File: config.mk
export PLATFORM = sky130hd
export DESIGN_NAME = lcdhp_host_port
export DESIGN_NICKNAME = d
export VERILOG_FILES = /design/src/rtl/lcdhp_pkg.sv /design/src/rtl/lcdhp_host_port.sv /design/src/rtl/lcdhp_frame_div.sv
export SDC_FILE = /design/constraint.sdc
export NUM_CORES = 1
export LEC_CHECK = 0
export ABC_AREA = 1
export BUFFER_PORTS_ARGS = -buffer_cell sky130_fd_sc_hd__buf_2
export CAP_MARGIN = 20
export CORE_ASPECT_RATIO = 1.25
export CORE_MARGIN = 1
export CORE_UTILIZATION = 25
export DETAILED_ROUTE_END_ITERATION = 8
export PLACE_DENSITY_LB_ADDON = 0.05
export SYNTH_ARGS = -nofsm -noshare
export SYNTH_HDL_FRONTEND = slang
export SYNTH_SLANG_ARGS = --single-unit
File: constraint.sdc
create_clock -name CLOCK_IN -period 2.4 [get_ports CLOCK_IN]
set_input_delay 0.72 -clock CLOCK_IN [delete_from_list [all_inputs] [get_ports CLOCK_IN]]
set_output_delay 0.72 -clock CLOCK_IN [all_outputs]
set_load 0.1 [all_outputs]
File: src/rtl/lcdhp_pkg.sv
// constants and types for the lcd controller host port
package lcdhp_pkg;
  localparam int DATA_W = 8;
  localparam int ADDR_W = 7;
  // status byte layout
  localparam int BUSY_BIT = 7;
  // frame divider ratio
  localparam int FRAME_DIV = 2304;
  localparam logic [11:0] FRAME_DIV_LAST = 12'(FRAME_DIV - 1);
  // serial-bus address: fixed upper bits, low bit from sub-address pin
  localparam logic [5:0] SER_ADDR_HI = 6'h1D;
  // internal operation time
  localparam int OP_TIME_NS = 40000;
  localparam int CLK_PERIOD_NS = 20;
  localparam logic [11:0] OP_CYCLES = 12'(OP_TIME_NS / CLK_PERIOD_NS);
  // reset values
  localparam logic [7:0] INSTR_RST = 8'h00;
  localparam logic [7:0] DATA_RST = 8'h00;
  localparam logic [6:0] ADDR_RST = 7'h00;
  // instruction codes decoded by the port
  localparam logic [7:0] OP_SET_GLYPH_ADDR = 8'h40;
  localparam logic [7:0] OP_SET_DISP_ADDR = 8'h80;
  localparam logic [7:0] OP_ENTRY_MODE = 8'h04;
  localparam logic [7:0] OP_FUNC_SET = 8'h20;
  localparam int ENTRY_INC_BIT = 1;
  localparam int FUNC_DL_BIT = 4;
  localparam int FUNC_N_BIT = 3;
  // bias levels per multiplex rate
  localparam logic [2:0] BIAS_LEVELS_MUX16 = 3'h5;
  localparam logic [2:0] BIAS_LEVELS_MUX32 = 3'h6;

  typedef enum logic [1:0] {
    LCDHP_IDLE = 2'b00,
    LCDHP_STROBE = 2'b01,
    LCDHP_BUSY = 2'b10
  } lcdhp_state_t;

  typedef struct packed {
    lcdhp_state_t state;
    logic [2:0] strobe_sync;
    logic [7:0] instr;
    logic [7:0] data;
    logic [6:0] addr;
    logic addr_inc;
    logic glyph_sel;
    logic wide_bus;
    logic two_line;
    logic nibble_lo;
    logic [3:0] nibble_hold;
    logic [11:0] busy_cnt;
    logic [7:0] dout;
    logic dout_en;
    logic mem_we;
    logic [6:0] mem_addr;
    logic [7:0] mem_wdata;
  } lcdhp_state_s_t;
endpackage

File: src/rtl/lcdhp_host_port.sv
// parallel host port of a character lcd controller
`timescale 1ns/1ps
module lcdhp_host_port
  import lcdhp_pkg::*;
(
  input wire logic CLOCK_IN, // system clock, 50 MHz
  input wire logic RESETN_IN, // async reset, active low
  input wire logic STROBE_IN, // bus strobe pin
  input wire logic REG_SELECT_LINE_IN, // register select pin
  input wire logic READ_WRITE_IN, // high read, low write
  input wire logic [7:0] PARALLEL_DATA_LINES_IN, // data pins, input side
  output logic [7:0] PARALLEL_DATA_LINES_OUT, // data pins, output side
  output logic PARALLEL_DATA_LINES_OE_OUT, // high while driving data pins
  input wire logic SUB_ADDRESS_PIN_IN, // serial sub-address strap
  output logic [6:0] SERIAL_ADDR_OUT, // serial-bus device address
  input wire logic [7:0] MEM_RDATA_IN, // memory read data at pointer
  output logic MEM_WE_OUT, // memory write pulse
  output logic MEM_GLYPH_SEL_OUT, // 1 glyph memory, 0 display memory
  output logic [6:0] MEM_ADDR_OUT, // memory address
  output logic [7:0] MEM_WDATA_OUT, // memory write data
  output logic [7:0] INSTR_OUT, // instruction holding register
  output logic INSTR_VALID_OUT, // pulse: instruction accepted
  output logic BUSY_OUT, // busy flag
  output logic [2:0] BIAS_LEVELS_OUT, // selected bias level count
  output logic FRAME_TICK_OUT // one pulse per display frame
);
  lcdhp_state_s_t s_r;
  lcdhp_state_s_t s_nxt;
  logic instr_valid_r;
  logic instr_valid_nxt;
  logic [6:0] sub_sync_r;
  logic strobe_fall;
  logic [7:0] din;
  logic [7:0] bus_byte;
  logic byte_done;
  logic [7:0] status;

  // two-stage syncs; [0] is the first stage, read only by [1]
  logic [1:0] rs_sync_r;
  logic [1:0] rw_sync_r;
  logic [7:0] db_sync1_r;
  logic [7:0] db_sync2_r;

  always_ff @(posedge CLOCK_IN or negedge RESETN_IN)
  begin
    if (!RESETN_IN)
    begin
      rs_sync_r <= 2'h0;
      rw_sync_r <= 2'h0;
      db_sync1_r <= 8'h00;
      db_sync2_r <= 8'h00;
      sub_sync_r <= 7'h00;
    end
    else
    begin
      rs_sync_r <= {rs_sync_r[0], REG_SELECT_LINE_IN};
      rw_sync_r <= {rw_sync_r[0], READ_WRITE_IN};
      db_sync1_r <= PARALLEL_DATA_LINES_IN;
      db_sync2_r <= db_sync1_r;
      // sub-address picks one of two addresses
      sub_sync_r <= {SER_ADDR_HI, SUB_ADDRESS_PIN_IN};
    end
  end

  // falling strobe edge from stages two and three only
  assign strobe_fall = s_r.strobe_sync[2] & ~s_r.strobe_sync[1];
  assign din = db_sync2_r;
  // busy on top line, pointer below
  assign status = {s_r.busy_cnt != 12'h000, s_r.addr};

  always_comb
  begin
    s_nxt = s_r;
    instr_valid_nxt = 1'b0;
    bus_byte = 8'h00;
    byte_done = 1'b0;
    s_nxt.strobe_sync = {s_r.strobe_sync[1:0], STROBE_IN};
    s_nxt.mem_we = 1'b0;
    // busy counts down and clears itself
    if (s_r.busy_cnt != 12'h000)
    begin
      s_nxt.busy_cnt = s_r.busy_cnt - 12'h001;
    end
    case (s_r.state)
      LCDHP_IDLE:
      begin
        if (strobe_fall)
        begin
          s_nxt.state = LCDHP_STROBE;
        end
      end
      LCDHP_STROBE:
      begin
        s_nxt.state = LCDHP_IDLE;
        // narrow bus pairs two nibbles, upper first; low lines ignored
        if (s_r.wide_bus)
        begin
          bus_byte = din;
          byte_done = 1'b1;
        end
        else if (!s_r.nibble_lo)
        begin
          s_nxt.nibble_hold = din[7:4];
          s_nxt.nibble_lo = 1'b1;
        end
        else
        begin
          bus_byte = {s_r.nibble_hold, din[7:4]};
          byte_done = 1'b1;
          s_nxt.nibble_lo = 1'b0;
        end
        if (rw_sync_r[1])
        begin
          s_nxt.dout_en = 1'b0;
          // data read finished, step pointer and refetch
          if (rs_sync_r[1] && byte_done)
          begin
            s_nxt.addr = s_r.addr_inc ? s_r.addr + 7'h01 : s_r.addr - 7'h01;
            s_nxt.state = LCDHP_BUSY;
          end
        end
        else if (byte_done)
        begin
          if (rs_sync_r[1])
          begin
            // data write into the transfer register and memory
            s_nxt.data = bus_byte;
            s_nxt.mem_we = 1'b1;
            s_nxt.mem_addr = s_r.addr;
            s_nxt.mem_wdata = bus_byte;
            s_nxt.addr = s_r.addr_inc ? s_r.addr + 7'h01 : s_r.addr - 7'h01;
            s_nxt.state = LCDHP_BUSY;
          end
          else if (s_r.busy_cnt == 12'h000)
          begin
            s_nxt.instr = bus_byte;
            instr_valid_nxt = 1'b1;
            s_nxt.busy_cnt = OP_CYCLES;
            if (bus_byte[7])
            begin
              s_nxt.addr = bus_byte[6:0];
              s_nxt.glyph_sel = 1'b0;
              s_nxt.state = LCDHP_BUSY;
            end
            else if (bus_byte[6])
            begin
              s_nxt.addr = {1'b0, bus_byte[5:0]};
              s_nxt.glyph_sel = 1'b1;
              s_nxt.state = LCDHP_BUSY;
            end
            else if (bus_byte[5])
            begin
              s_nxt.wide_bus = bus_byte[FUNC_DL_BIT];
              s_nxt.two_line = bus_byte[FUNC_N_BIT];
              s_nxt.nibble_lo = 1'b0;
            end
            else if (bus_byte[2])
            begin
              s_nxt.addr_inc = bus_byte[ENTRY_INC_BIT];
            end
          end
        end
      end
      LCDHP_BUSY:
      begin
        // reload transfer register from memory at new pointer
        // wait out the write pulse, which still steers the memory address
        if (!s_r.mem_we)
        begin
          s_nxt.data = MEM_RDATA_IN;
          s_nxt.state = LCDHP_IDLE;
        end
      end
      default:
      begin
        s_nxt.state = LCDHP_IDLE;
      end
    endcase
    // present read data while strobe high on a read
    if (s_r.strobe_sync[1] && !s_r.strobe_sync[2] && rw_sync_r[1])
    begin
      s_nxt.dout_en = 1'b1;
      if (rs_sync_r[1])
      begin
        bus_byte = s_r.data;
      end
      else
      begin
        bus_byte = status;
      end
      s_nxt.dout = (s_r.wide_bus || !s_r.nibble_lo) ? bus_byte : {bus_byte[3:0], 4'h0};
    end
  end

  always_ff @(posedge CLOCK_IN or negedge RESETN_IN)
  begin
    if (!RESETN_IN)
    begin
      s_r <= '{state: LCDHP_IDLE, strobe_sync: 3'h0, instr: INSTR_RST, data: DATA_RST,
               addr: ADDR_RST, addr_inc: 1'b1, glyph_sel: 1'b0, wide_bus: 1'b1,
               two_line: 1'b0, nibble_lo: 1'b0, nibble_hold: 4'h0, busy_cnt: 12'h000,
               dout: 8'h00, dout_en: 1'b0, mem_we: 1'b0, mem_addr: 7'h00,
               mem_wdata: 8'h00};
      instr_valid_r <= 1'b0;
    end
    else
    begin
      s_r <= s_nxt;
      instr_valid_r <= instr_valid_nxt;
    end
  end

  lcdhp_frame_div u_frame_div (
    .clk_in(CLOCK_IN),
    .resetn_in(RESETN_IN),
    .tick_out(FRAME_TICK_OUT)
  );

  assign PARALLEL_DATA_LINES_OUT = s_r.dout;
  assign PARALLEL_DATA_LINES_OE_OUT = s_r.dout_en;
  assign SERIAL_ADDR_OUT = sub_sync_r;
  assign MEM_WE_OUT = s_r.mem_we;
  assign MEM_GLYPH_SEL_OUT = s_r.glyph_sel;
  assign MEM_ADDR_OUT = s_r.mem_we ? s_r.mem_addr : s_r.addr;
  assign MEM_WDATA_OUT = s_r.mem_wdata;
  assign INSTR_OUT = s_r.instr;
  assign INSTR_VALID_OUT = instr_valid_r;
  assign BUSY_OUT = status[BUSY_BIT];
  assign BIAS_LEVELS_OUT = s_r.two_line ? BIAS_LEVELS_MUX32 : BIAS_LEVELS_MUX16;
endmodule

File: src/rtl/lcdhp_frame_div.sv
// frame rate divider on the system clock
`timescale 1ns/1ps
module lcdhp_frame_div
  import lcdhp_pkg::*;
(
  input wire logic clk_in, // clock
  input wire logic resetn_in, // async reset, active low
  output logic tick_out // one pulse per frame
);
  logic [11:0] cnt_r;
  logic [11:0] cnt_nxt;
  logic tick_nxt;

  always_comb
  begin
    tick_nxt = (cnt_r == FRAME_DIV_LAST);
    cnt_nxt = tick_nxt ? 12'h000 : cnt_r + 12'h001;
  end

  always_ff @(posedge clk_in or negedge resetn_in)
  begin
    if (!resetn_in)
    begin
      cnt_r <= 12'h000;
      tick_out <= 1'b0;
    end
    else
    begin
      cnt_r <= cnt_nxt;
      tick_out <= tick_nxt;
    end
  end
endmodule

# [Yosys cells after proc, flatten, opt, wreduce, memory -nomap -nowiden]
# Cells that the tools add are included.
[op_classes] n_addsub=4 reduce_logical=26 n_bitwise=7 mux=65 eq_ne=11
[op_table] op="12-bit 2-to-1 mux" n=8
[op_table] op="8-bit 2-to-1 mux" n=8
[op_table] op="7-bit 2-to-1 mux" n=7
[op_table] op="16-bit 2-to-1 mux" n=3
[op_table] op="2-bit 2-to-1 mux" n=10
[op_table] op="20-bit 2-to-1 mux" n=1
[op_table] op="1-bit 2-to-1 mux" n=18
[op_table] op="17-bit 2-to-1 mux" n=1
[op_table] op="8-bit one-hot mux with 2 select lines" n=1
[op_table] op="5-bit 2-to-1 mux" n=3
[op_table] op="5-bit AND reduction" n=3
[op_table] op="2-bit != test, second input constant" n=7
[op_table] op="12-bit by 1-bit adder with 12-bit output, second input constant" n=1
[op_table] op="12-bit equality test, second input constant" n=1
[op_table] op="12-bit logical NOT" n=1
[op_table] op="12-bit nonzero test" n=1
[op_table] op="12-bit by 1-bit subtractor with 12-bit output, second input constant" n=1
[op_table] op="2-bit nonzero test" n=5
[op_table] op="3-bit 2-to-1 mux" n=3
[op_table] op="9-bit AND reduction" n=1
[op_table] op="8-bit AND reduction" n=1
[op_table] op="7-bit by 1-bit adder with 7-bit output, second input constant" n=1
[op_table] op="7-bit by 1-bit subtractor with 7-bit output, second input constant" n=1
[op_table] op="1-bit inverter" n=6
[op_table] op="16 further kinds" n=20
[totals] inputBits=22 out_inout_bits=47 register_bits=110

# [Logic depth before layout (Yosys ltp)]
# Gate-level depths: netlist of the first run.
[logic_depth] depth_word=12 depth_mapped=11 ltp_nobuf=10

# [Modules after synthesis]
# A second synthesis of the first run with hierarchy kept.
[hier_totals] cells_unflattened=591 hier_area_um2=5250.0
[by_module_without_submodules] module="lcdhp_host_port" area_each_um2=4558.1 instances=1 cells_each=508
[by_module_without_submodules] module="lcdhp_frame_div" area_each_um2=691.9 instances=1 cells_each=83

# [Least setup slack after synthesis of the first run]
# OpenSTA, ideal clock, no wires.
[synth_path] path_kind="reg-to-output" start="reg s_r (netlist bit MEM_WE_OUT)" end="out MEM_ADDR_OUT[3]" path_stages_with_launch=3 slack_ps=-1533 arrival_ps=3213 cell_sequence="dfrtp_1 > clkbuf_1 > o21ai_0"
[synth_via] elab_chain_cells=1
[synth_lines] element="start, declared" line_no="lcdhp_host_port.sv:27" text="lcdhp_state_s_t s_r;"
[synth_lines] element="start signal, assigned" line_no="lcdhp_host_port.sv:199" text="s_r <= '{state: LCDHP_IDLE, strobe_sync: 3'h0, instr: INSTR_RST, data: DATA_RST,"
[synth_lines] element="start signal, assigned" line_no="lcdhp_host_port.sv:208" text="s_r <= s_nxt;"
[synth_lines] element="7-bit 2-to-1 mux" line_no="lcdhp_host_port.sv:224" text="assign MEM_ADDR_OUT = s_r.mem_we ? s_r.mem_addr : s_r.addr;"
[synth_lines] element="end, declared" line_no="lcdhp_host_port.sv:19" text="output logic [6:0] MEM_ADDR_OUT,"
# No other way between the ends.

# [Final worst setup path of the first run]
[layout_path] start="reg s_r[25] (netlist bit)" end="out BUSY_OUT"
[layout_via] elab_chain_cells=1
[layout_lines] element="12-bit nonzero test" line_no="lcdhp_host_port.sv:69" text="assign status = {s_r.busy_cnt != 12'h000, s_r.addr};"
[layout_lines] element="end, declared" line_no="lcdhp_host_port.sv:23" text="output logic BUSY_OUT,"
# No other way between the ends.

==> out/metrics.yaml, run 1 <==
wirelength_met1_um: 6130
worstSetupEndpointType: "primary output"
synth-simple-area-share: 0.216
remaining_drc_errors: 0
rsz0062_at_grt: "no"
dp.cells: 902
switching_share: 0.463
synthCells: 590
synth_seq_area_share: 0.518
place_area_um2: 5860
synth_area_um2: 5320
grt_remaining_overflow: 0
drive_above_1_share: 0.228
die_x_um: 132
leakagePower_nw: 3.07
p_switching_mw: 3.23
grt_pass1_wl_um: 21500
worstMarginPinSlew_ns: 0.674
status: "finished clean"
clock_path_buffers: 2
ios: 69
clk_latency_ns: 0.36
grt_pass1_vias: 3965
setup_viol: 0
hold_class: "flip-flop to flip-flop"
stdcell_count: 918
cts-root-buf: "clkbuf_16"
dp_hpwl_um: 9680
layout_common_cells: "132 x nand2_1, 107 x dfrtp_1, 56 x buf_2"
internal-power_mw: 3.75
final_area_um2: 6160
clock_sinks: 110
area_growth_pct: 15.9
gp_congestion: 0.778
path_clk_slew_ns: 0.08
core-area_um2: 20800
wl_met2_um: 6400
vias: 3865
synth_mux_area_frac: 0.00212
maxCapViolations: 0
std_cell_rows: 59
holdBufCountCts: 0
p_seq_frac: 0.364
finalNetCount: 673
ys_async_sr_fraction: 1.00
start_util: 0.255
antenna_found_initial: 0
critPathMaxFanout: 4
cts_tree: "done"
powerDensity_nw_per_um2: 1130
clkPwrFrac: 0.211
firstDrtPassIters: 5
synth_edf_count: 0
ys_ff_latch: 110
post-route-period-util: 0.959
diodes: 0
numCtsBuffers: 9
wl_um: 13100
finalHoldViolCount: 0
grt_max_degree: 111
yosys_warnings: 0
synth_top_family_by_area: "simple AND/OR/NAND/NOR gates"
fmax_ghz: 0.435
wl_per_cell_um: 14.3
die_h_um: 165
grt_use_total: 0.130
cts_htree_levels: 3
post-route-min-period_ns: 2.30
rrSetupSlack_ns: 0.38
postCtsSetupBuffers: 0
drt_first_iter_violations: 176
synth_area_per_cell_um2: 9.01
synth_flop_cell: "dfrtp_1"
skew_ns: 0.00724
maxSlewViolCount: 0
required_ns: 1.68
vias_per_cell: 4.21
worstPathArrival_ns: 1.58
synth-xor-area-share: 0.0247
wl_met3_um: 411
combPwrFrac: 0.426
top_layer: "met4"
numPortBuffers: 65
relSlewSlack: 0.547
postCtsResizedCells: 2
critPathKind: "flip-flop to primary output"
final_common_cell: "nand2_1"
antenna_left: 0
vdd_drop_max_v: 0.000611
synth_compound_area_frac: 0.103
start_kind: "flip-flop"
synth_adder_area_share: 0.0297
finalSetupTns_ns: 0
die-area_um2: 21900
yosysUniqueCellTypes: 42
## power by group through the flow
stage | registers (mW) | clock network (mW) | logic, mW
2_1_floorplan | 2.54 | 0 | 2.47
3_3_place_gp | 2.58 | 0 | 2.97
3_5_place_dp | 2.58 | 0 | 2.97
4_1_cts | 2.54 | 1.54 | 2.99
5_1_grt | 2.60 | 1.62 | 3.26
6_report | 2.54 | 1.47 | 2.97
## cell families after synthesis
| family | count (synthesis) |
|---|---|
| and+or+nand+nor | 251 |
| DFF | 110 |
| buffers and inverters | 106 |
| AOI/OAI and AO/OA | 93 |
| xor gates and xnor gates | 15 |
| adders and majority gates | 12 |
| other | 2 |
| muxes | 1 |
## layer usage
layer,track usage,up-vias
met2,0.223,69
met1,0.165,1818
li1,-,1968
met3,0.0255,10
met5,0,-
met4,0.0423,0
## layout make-up
class / instances / area, µm²
Clock inverter: 6 / 51.3
Timing Repair Buffer: 79 / 478
Fill cell: 2274 / 14700
Sequential cell: 110 / 2760
Inverter: 63 / 241
Multi-Input combinational cell: 376 / 2060
Clock buffer: 10 / 229
Tap cell: 274 / 343
## per-stage QoR
stage | util | hold slack [ns] | setup slack [ns] | power [mW]
3_3_place_gp | 0.282 | 0.334 | 0.422 | 5.55
6_report | 0.296 | 0.347 | 0.0988 | 6.98
5_1_grt | 0.296 | 0.357 | 0.0156 | 7.48
4_1_cts | 0.295 | 0.348 | 0.00647 | 7.07
2_1_floorplan | - | 0.331 | 0.0732 | 5.01
3_5_place_dp | 0.282 | 0.335 | 0.355 | 5.55
## path summary, 6_finish.rpt
check / from / endpoint / depth (start not counted)
max: s_r[25] / BUSY_OUT / 6
max in group asynchronous: RESETN_IN / INSTR_OUT[6] / 2
min in group asynchronous: RESETN_IN / SERIAL_ADDR_OUT[1] / 2
min reg2reg: s_nxt[70] / s_nxt[71] / 0
min: s_nxt[70] / s_nxt[71] / 0
max reg2reg: s_r[43] / INSTR_OUT[0] / 9
## sequential cells by signal, indices dropped and copies added (netlist names)
register                    flops
s_nxt                           2
INSTR_OUT                       8
rs_sync_r                       2
MEM_GLYPH_SEL_OUT               1
SERIAL_ADDR_OUT                 2
rw_sync_r                       2
MEM_WE_OUT                      1
s_r                            45
PARALLEL_DATA_LINES_OUT         8
u_frame_div.cnt_r              12
u_frame_div.tick_out            1
PARALLEL_DATA_LINES_OE_OUT      1
db_sync1_r                      8
db_sync2_r                      8
MEM_WDATA_OUT                   8
INSTR_VALID_OUT                 1
## cell usage after synthesis (6+ instances only)
| cell | n | area share |
|---|---|---|
| nand2_1 | 132 | 0.093 |
| dfrtp_1 | 108 | 0.51 |
| inv_1 | 55 | 0.039 |
| nor2_1 | 45 | 0.032 |
| o21ai_0 | 44 | 0.041 |
| buf_4 | 33 | 0.047 |
| nand3_1 | 30 | 0.028 |
| a21oi_1 | 17 | 0.016 |
| nand2_2 | 12 | 0.014 |
| xor2_1 | 12 | 0.020 |
| ha_1 | 11 | 0.026 |
| o211ai_1 | 8 | 0.011 |
| o21ai_2 | 8 | 0.013 |
| nor3_1 | 7 | 0.0066 |
| clkbuf_1 | 6 | 0.0042 |
## worst max-delay path, cell delays in order, from the launching register on
cell,delay [ns]
dfrtp_1,0.36
inv_1,0.13
ha_2,0.22
inv_1,0.07
nor2_4,0.15
nand2_2,0.11
buf_12,0.18
Power figures use the tool's default switching activity.
==> run 2, diff against run 1 <==
--- a/config.mk
+++ b/config.mk
@@ -5,7 +5,6 @@
 export SDC_FILE = /design/constraint.sdc
 export NUM_CORES = 1
 export LEC_CHECK = 0
-export ABC_AREA = 1
 export BUFFER_PORTS_ARGS = -buffer_cell sky130_fd_sc_hd__buf_2
 export CAP_MARGIN = 20
 export CORE_ASPECT_RATIO = 1.25
==> run 2 against run 1 <==
Compared with the run above: flip-flop and latch count stayed put; register-to-register slack worse by 0.22 ns; first-iteration DRC count is 24% lower; combinational power increased by 13%; critical path type unchanged; critical endpoint unchanged; highest routed layer unchanged.
==> out/metrics.yaml, run 2 <==
status: "finished clean"  # unchanged
required_ns: 1.68  # about the same
synthCells: 455  # was 590
top_layer: "met4"  # unchanged
die-area_um2: 20900  # was 21900 µm²
antenna_found_initial: 0  # unchanged
ys_async_sr_fraction: 1.00  # unchanged
yosysMostFrequentCell: "dfrtp_1"  # was nand2_1
place_ws_ns: 0.174  # was 0.355 ns
wl_met3_um: 298  # was 411 µm
drt_first_iter_violations: 134  # was 176
final_area_um2: 6050  # was 6160 µm²
powerDensity_nw_per_um2: 1240  # was 1130 nW/µm²
finalSetupTns_ns: 0  # unchanged
die_x_um: 129  # was 132 µm
synth_compound_area_frac: 0.112  # was 0.103
numCtsBuffers: 9  # unchanged
critPathKind: "flip-flop to primary output"  # unchanged
yosysUniqueCellTypes: 50  # was 42
relSlewSlack: 0.488  # was 0.547
grt_remaining_overflow: 0  # unchanged
rsz0062_at_grt: "yes"  # was no
gp_congestion: 0.740  # was 0.778
final_common_cell: "dfrtp_1"  # was nand2_1
vias: 3370  # was 3865
synth_area_um2: 5080  # was 5320 µm²
synth_edf_count: 0  # unchanged
skew_ns: 0.00894  # was 0.00724 ns
firstDrtPassIters: 4  # was 5
die_h_um: 161  # was 165 µm
grt_max_degree: 60  # was 111
synth-simple-area-share: 0.124  # was 0.216
ys_ff_latch: 110  # unchanged
wl_um: 12500  # was 13100 µm
synth-xor-area-share: 0.0276  # was 0.0247
critPathMaxStageDelay_ns: 0.45  # was 0.36 ns
synth_mux_area_frac: 0.0929  # was 0.00212
post-route-period-util: 0.982  # was 0.959
diodes: 0  # unchanged
finalNetCount: 550  # was 673
grt_pass1_vias: 3587  # was 3965
cts_htree_levels: 3  # unchanged
setup_slack_ns: 0.0424  # was 0.0988 ns
synth_seq_area_share: 0.543  # was 0.518
grt_use_total: 0.132  # was 0.130
numPortBuffers: 65  # unchanged
hold_class: "input pin to async pin"  # was flip-flop to flip-flop
leakagePower_nw: 2.77  # was 3.07 nW
path_cells: "nor4_4 -> nand4_1 -> buf_6 -> buf_12"  # was inv_1 -> ha_2 -> inv_1 -> nor2_4 -> nand2_2 -> buf_12
dp_hpwl_um: 9140  # was 9680 µm
area_growth_pct: 19.2  # was 15.9%
top_register: "s_r"  # unchanged
remaining_drc_errors: 0  # unchanged
fill_cells: 2091  # was 2274
final_util: 0.307  # was 0.296
std_cell_rows: 57  # was 59
yosys.area.top_type: "dfrtp_1"  # unchanged
synth_area_per_cell_um2: 11.2  # was 9.01 µm²
start_util: 0.258  # was 0.255
yosys_warnings: 0  # unchanged
start_kind: "flip-flop"  # unchanged
wirelength_met1_um: 5670  # was 6130 µm
synth_adder_area_share: 0.0310  # was 0.0297
top_regs: "s_r (45), u_frame_div.cnt_r (12)"  # unchanged
slowest_stage: "dfrtp_2"  # was dfrtp_1
startpoint: "s_r[27]"  # was s_r[25]
clock_path_buffers: 2  # unchanged
vdd_drop_max_v: 0.000502  # was 0.000611 V
yosys.area.top_type_share: 0.532  # was 0.508
ios: 69  # unchanged
worstMarginPinSlew_ns: 0.768  # was 0.674 ns
vias_per_cell: 4.29  # was 4.21
worstReg2RegStart: "s_r[27]"  # was s_r[43]
layout_common_cells: "106 x dfrtp_1, 62 x buf_2, 46 x nand2_1"  # was 132 x nand2_1, 107 x dfrtp_1, 56 x buf_2
place_area_um2: 5710  # was 5860 µm²
clock_sinks: 110  # unchanged
cts_tree: "done"  # unchanged
worstPathArrival_ns: 1.64  # was 1.58 ns
drive_above_1_share: 0.305  # was 0.228
clk_latency_ns: 0.36  # about the same
finalHoldViolCount: 0  # unchanged
grt_pass1_wl_um: 20200  # was 21500 µm
fmax_ghz: 0.424  # was 0.435 GHz
post-route-min-period_ns: 2.36  # was 2.30 ns
antenna_left: 0  # unchanged
cts-root-buf: "clkbuf_16"  # unchanged
wl_met2_um: 6280  # was 6400 µm
core-area_um2: 19700  # was 20800 µm²
wl_per_cell_um: 15.9  # was 14.3 µm
path_clk_slew_ns: 0.07  # was 0.08 ns
synth_area_leaders: "dfrtp_1 53%, mux2_2 6.0%, buf_4 4.6%"  # was dfrtp_1 51%, nand2_1 9.3%, buf_4 4.7%
setup_viol: 0  # unchanged
maxCapViolations: 0  # unchanged
synth_top_family_by_area: "simple AND/OR/NAND/NOR gates"  # unchanged
largest_reg_flops: 45  # unchanged
synth_flop_cell: "dfrtp_1"  # unchanged
critPathMaxFanout: 5  # was 4
maxSlewViolCount: 0  # unchanged
worstSetupEndpointType: "primary output"  # unchanged
synthTopCellsByCount: "108 x dfrtp_1, 46 x nand2_1, 36 x o21ai_0"  # was 132 x nand2_1, 108 x dfrtp_1, 55 x inv_1
-- run 2: cell count changes after synthesis, moves of 10 or more --
cell,change
inv_1,-43
mux2_2,+26
mux2i_1,+10
nand2_1,-86
nand2_2,-12
nand3_1,-22
nor2_1,-21
-- run 2: final cells by class --
cell class | instances | area [µm²] | share of cell area
clock inverters | 6 | 50.0 | 0.00827
multi-input cells | 286 | 2010 | 0.333
well taps | 265 | 332 | 0.0548
inverters | 12 | 45.0 | 0.00744
repair buffers | 97 | 614 | 0.102
clock buffers | 10 | 239 | 0.0395
flip-flops and latches | 110 | 2760 | 0.456
-- run 2: path summary, 6_finish.rpt --
kind	end	slack, ns	depth (start not counted)
setup / recovery	BUSY_OUT	0.04	4
hold / removal	MEM_WE_OUT	0.27	1
setup reg to reg	s_r[50]	0.16	8
hold reg to reg	s_nxt[71]	0.35	0
max in group asynchronous	s_r[43]	1.45	2
min in group CLOCK_IN	s_nxt[71]	0.35	0
-- run 2: cells by family (layout without fill, tap and decap cells) --
family | Yosys count | in the layout
and+or+nand+nor | 125 | 125
DFF | 110 | 110
AOI/OAI and AO/OA | 89 | 89
buffers and inverters | 61 | 125
muxes | 40 | 40
xor gates and xnor gates | 16 | 16
adders and majority gates | 12 | 12
other | 2 | 4
-- run 2: metal layers --
metal	vias up	global-route usage
met3	11	0.0215
met2	48	0.225
met4	0	0.0587
li1	1667	-
met1	1644	0.162
met5	-	0
-- run 2: where the power goes --
part	internal, mW	total (mW)	leakage [nW]	switching, mW
Sequential	2.30	2.66	1.37	0.357
Combinational	0.988	3.36	1.26	2.37
Clock	0.751	1.49	0.142	0.738
-- run 2: repair_timing --
item                                    CTS  global route
hold buffers                              0             0
pin swaps                                 2             4
endpoints found under the setup margin    1             9
gates resized for setup                   3             5
setup buffers                             3             1
-- run 2: through the flow --
stage	std cells	total power [mW]	hold slack [ns]
after CTS	785	7.64	0.270
after detailed placement	766	6.08	0.335
after global placement	766	6.07	0.334
after global routing	786	7.99	0.278
after floorplan	457	5.41	0.331
final	786	7.50	0.266
-- run 2: critical path: cells and delay by family, from the launching register on --
family | cells | cell delay [ns]
simple gates | 2 | 0.51
flops | 1 | 0.45
buf+inv | 2 | 0.31
==> run 3, diff against run 2 <==
--- a/config.mk
+++ b/config.mk
@@ -9,9 +9,11 @@
 export CAP_MARGIN = 20
 export CORE_ASPECT_RATIO = 1.25
 export CORE_MARGIN = 1
-export CORE_UTILIZATION = 25
+export CORE_UTILIZATION = 57
+export CTS_CLUSTER_DIAMETER = 200
 export DETAILED_ROUTE_END_ITERATION = 8
 export PLACE_DENSITY_LB_ADDON = 0.05
+export RECOVER_POWER = 25
 export SYNTH_ARGS = -nofsm -noshare
 export SYNTH_HDL_FRONTEND = slang
 export SYNTH_SLANG_ARGS = --single-unit
==> run 3 against run 2 <==
Compared with the run above: sequential share of layout area grew 1.5 points; setup slack lost 0.015 ns; highest routed layer unchanged; via count grew 3.0%; clock-buffer cell count is the same; design area shrank 3.2%; register-to-register slack lost 0.02 ns; routed wire length shrank 19%; the run now ends with max-capacitance violations, max-slew violations left; total power shrank 2.5%; non-clock buffer count grew 6.
==> out/metrics.yaml, run 3 (synthesis gave the netlist of run 2 again) <==
cts_htree_levels: 3  # unchanged
start_util: 0.587  # was 0.258
die_h_um: 108  # was 161 µm
dp.cells: 622  # was 766
drt_first_iter_violations: 121  # was 134
antenna_left: 0  # unchanged
dp_hpwl_um: 7270  # was 9140 µm
clock_path_buffers: 2  # unchanged
holdBufCountCts: 0  # unchanged
post-route-period-util: 0.988  # was 0.982
vias: 3472  # was 3370
violations: "max-capacitance violations, max-slew violations"
setup_viol: 0  # unchanged
status: "finished with violations"  # was finished clean
antenna_found_initial: 0  # unchanged
firstDrtPassIters: 4  # unchanged
fill_cells: 707  # was 2091
critPathKind: "flip-flop to primary output"  # unchanged
grt_pass1_vias: 3295  # was 3587
clk_latency_ns: 0.38  # was 0.36 ns
vdd_drop_max_v: 0.000676  # was 0.000502 V
place_area_um2: 5540  # was 5710 µm²
wl_um: 10100  # was 12500 µm
powerDensity_nw_per_um2: 1250  # was 1240 nW/µm²
final_area_um2: 5860  # was 6050 µm²
post-route-min-period_ns: 2.37  # was 2.36 ns
cts-root-buf: "clkbuf_8"  # was clkbuf_16
drive_above_1_share: 0.307  # was 0.305
layout_common_cells: "107 x dfrtp_1, 61 x buf_2, 46 x nand2_1"  # was 106 x dfrtp_1, 62 x buf_2, 46 x nand2_1
setup_slack_ns: 0.0278  # was 0.0424 ns
numPortBuffers: 65  # unchanged
stdcell_count: 647  # was 786
path_clk_slew_ns: 0.10  # was 0.07 ns
vias_per_cell: 5.37  # was 4.29
grt_use_total: 0.232  # was 0.132
die_x_um: 86.4  # was 129 µm
core-area_um2: 8650  # was 19700 µm²
finalNetCount: 556  # was 550
leakagePower_nw: 2.77  # about the same
wl_per_cell_um: 15.6  # was 15.9 µm
relSlewSlack: -0.214  # was 0.488
std_cell_rows: 38  # was 57
die-area_um2: 9290  # was 20900 µm²
numCtsBuffers: 9  # unchanged
cts_tree: "done"  # unchanged
hold_class: "flip-flop to flip-flop"  # was input pin to async pin
ios: 69  # unchanged
skew_ns: 0.0201  # was 0.00894 ns
grt_remaining_overflow: 0  # unchanged
top_regs: "s_r (45), u_frame_div.cnt_r (12)"  # unchanged
clock_sinks: 110  # unchanged
required_ns: 1.68  # about the same
place_ws_ns: 0.217  # was 0.174 ns
grt_pass1_wl_um: 16100  # was 20200 µm
final_util: 0.677  # was 0.307
area_growth_pct: 15.4  # was 19.2%
largest_reg_flops: 45  # unchanged
top_register: "s_r"  # unchanged
start_kind: "flip-flop"  # unchanged
worstPathArrival_ns: 1.65  # was 1.64 ns
maxCapViolations: 1  # was 0
worstMarginPinSlew_ns: 1.82  # was 0.768 ns
hold_slack_ns: 0.355  # was 0.266 ns
finalHoldViolCount: 0  # unchanged
fmax_ghz: 0.422  # was 0.424 GHz
grt_max_degree: 38  # was 60
diodes: 0  # unchanged
remaining_drc_errors: 0  # unchanged
critPathMaxFanout: 6  # was 5
worstSetupEndpointType: "primary output"  # unchanged
gp_congestion: 0.833  # was 0.740
maxSlewViolCount: 33  # was 0
final_common_cell: "dfrtp_1"  # unchanged
==> run 3: power by group <==
group          internal, mW  switching [mW]  leakage (nW)  total [mW]
Clock                 0.624           0.633         0.117        1.26
Sequential             2.30           0.339          1.37        2.63
Combinational          1.04            2.37          1.28        3.42
==> run 3: path summary, 6_finish.rpt <==
| path | startpoint | endpoint | slack, ns | depth (start not counted) |
|---|---|---|---|---|
| hold / removal | db_sync1_r[0] | db_sync2_r[0] | 0.35 | 0 |
| min in group asynchronous | RESETN_IN | PARALLEL_DATA_LINES_OUT[2] | 0.83 | 1 |
| setup reg to reg | s_r[30] | s_r[52] | 0.14 | 7 |
| max in group asynchronous | RESETN_IN | s_r[26] | 0.41 | 2 |
| hold reg to reg | db_sync1_r[0] | db_sync2_r[0] | 0.35 | 0 |
| setup / recovery | s_r[30] | BUSY_OUT | 0.03 | 4 |
==> run 3: area by class of cell <==
class	instances	area, µm²	share of cell area
clock buffer	10	138	0.0235
clock inverter	6	91.3	0.0156
inverter	12	45.0	0.00769
multi-input combinational	286	2020	0.345
sequential	110	2760	0.471
tap	120	150	0.0256
timing repair buffer	103	656	0.112
==> run 3: routing by layer <==
layer | vias up | GRT usage | wire [µm]
met2 | 86 | 0.388 | 5140
met4 | 0 | 0.0905 | 147
met1 | 1689 | 0.296 | 4350
met5 | - | 0 | 0
li1 | 1686 | - | -
met3 | 11 | 0.0483 | 487
==> run 3: critical path, stage by stage (launching register included) <==
cell     delay, ns
dfrtp_1       0.43
nor4_4        0.31
nand4_1       0.19
buf_6         0.18
buf_12        0.16
==> run 3: stage by stage <==
step	power (mW)	setup TNS, ns
after floorplan	5.41	0
after global placement	5.95	0
after detailed placement	6.01	0
after CTS	7.28	0
after global routing	7.70	-0.0203
final	7.31	0
==> run 3: repair_timing <==
action,CTS,global route
endpoints found under the setup margin,1,3
buffers inserted,2,7
gates resized for setup,2,7
pin swaps,2,1
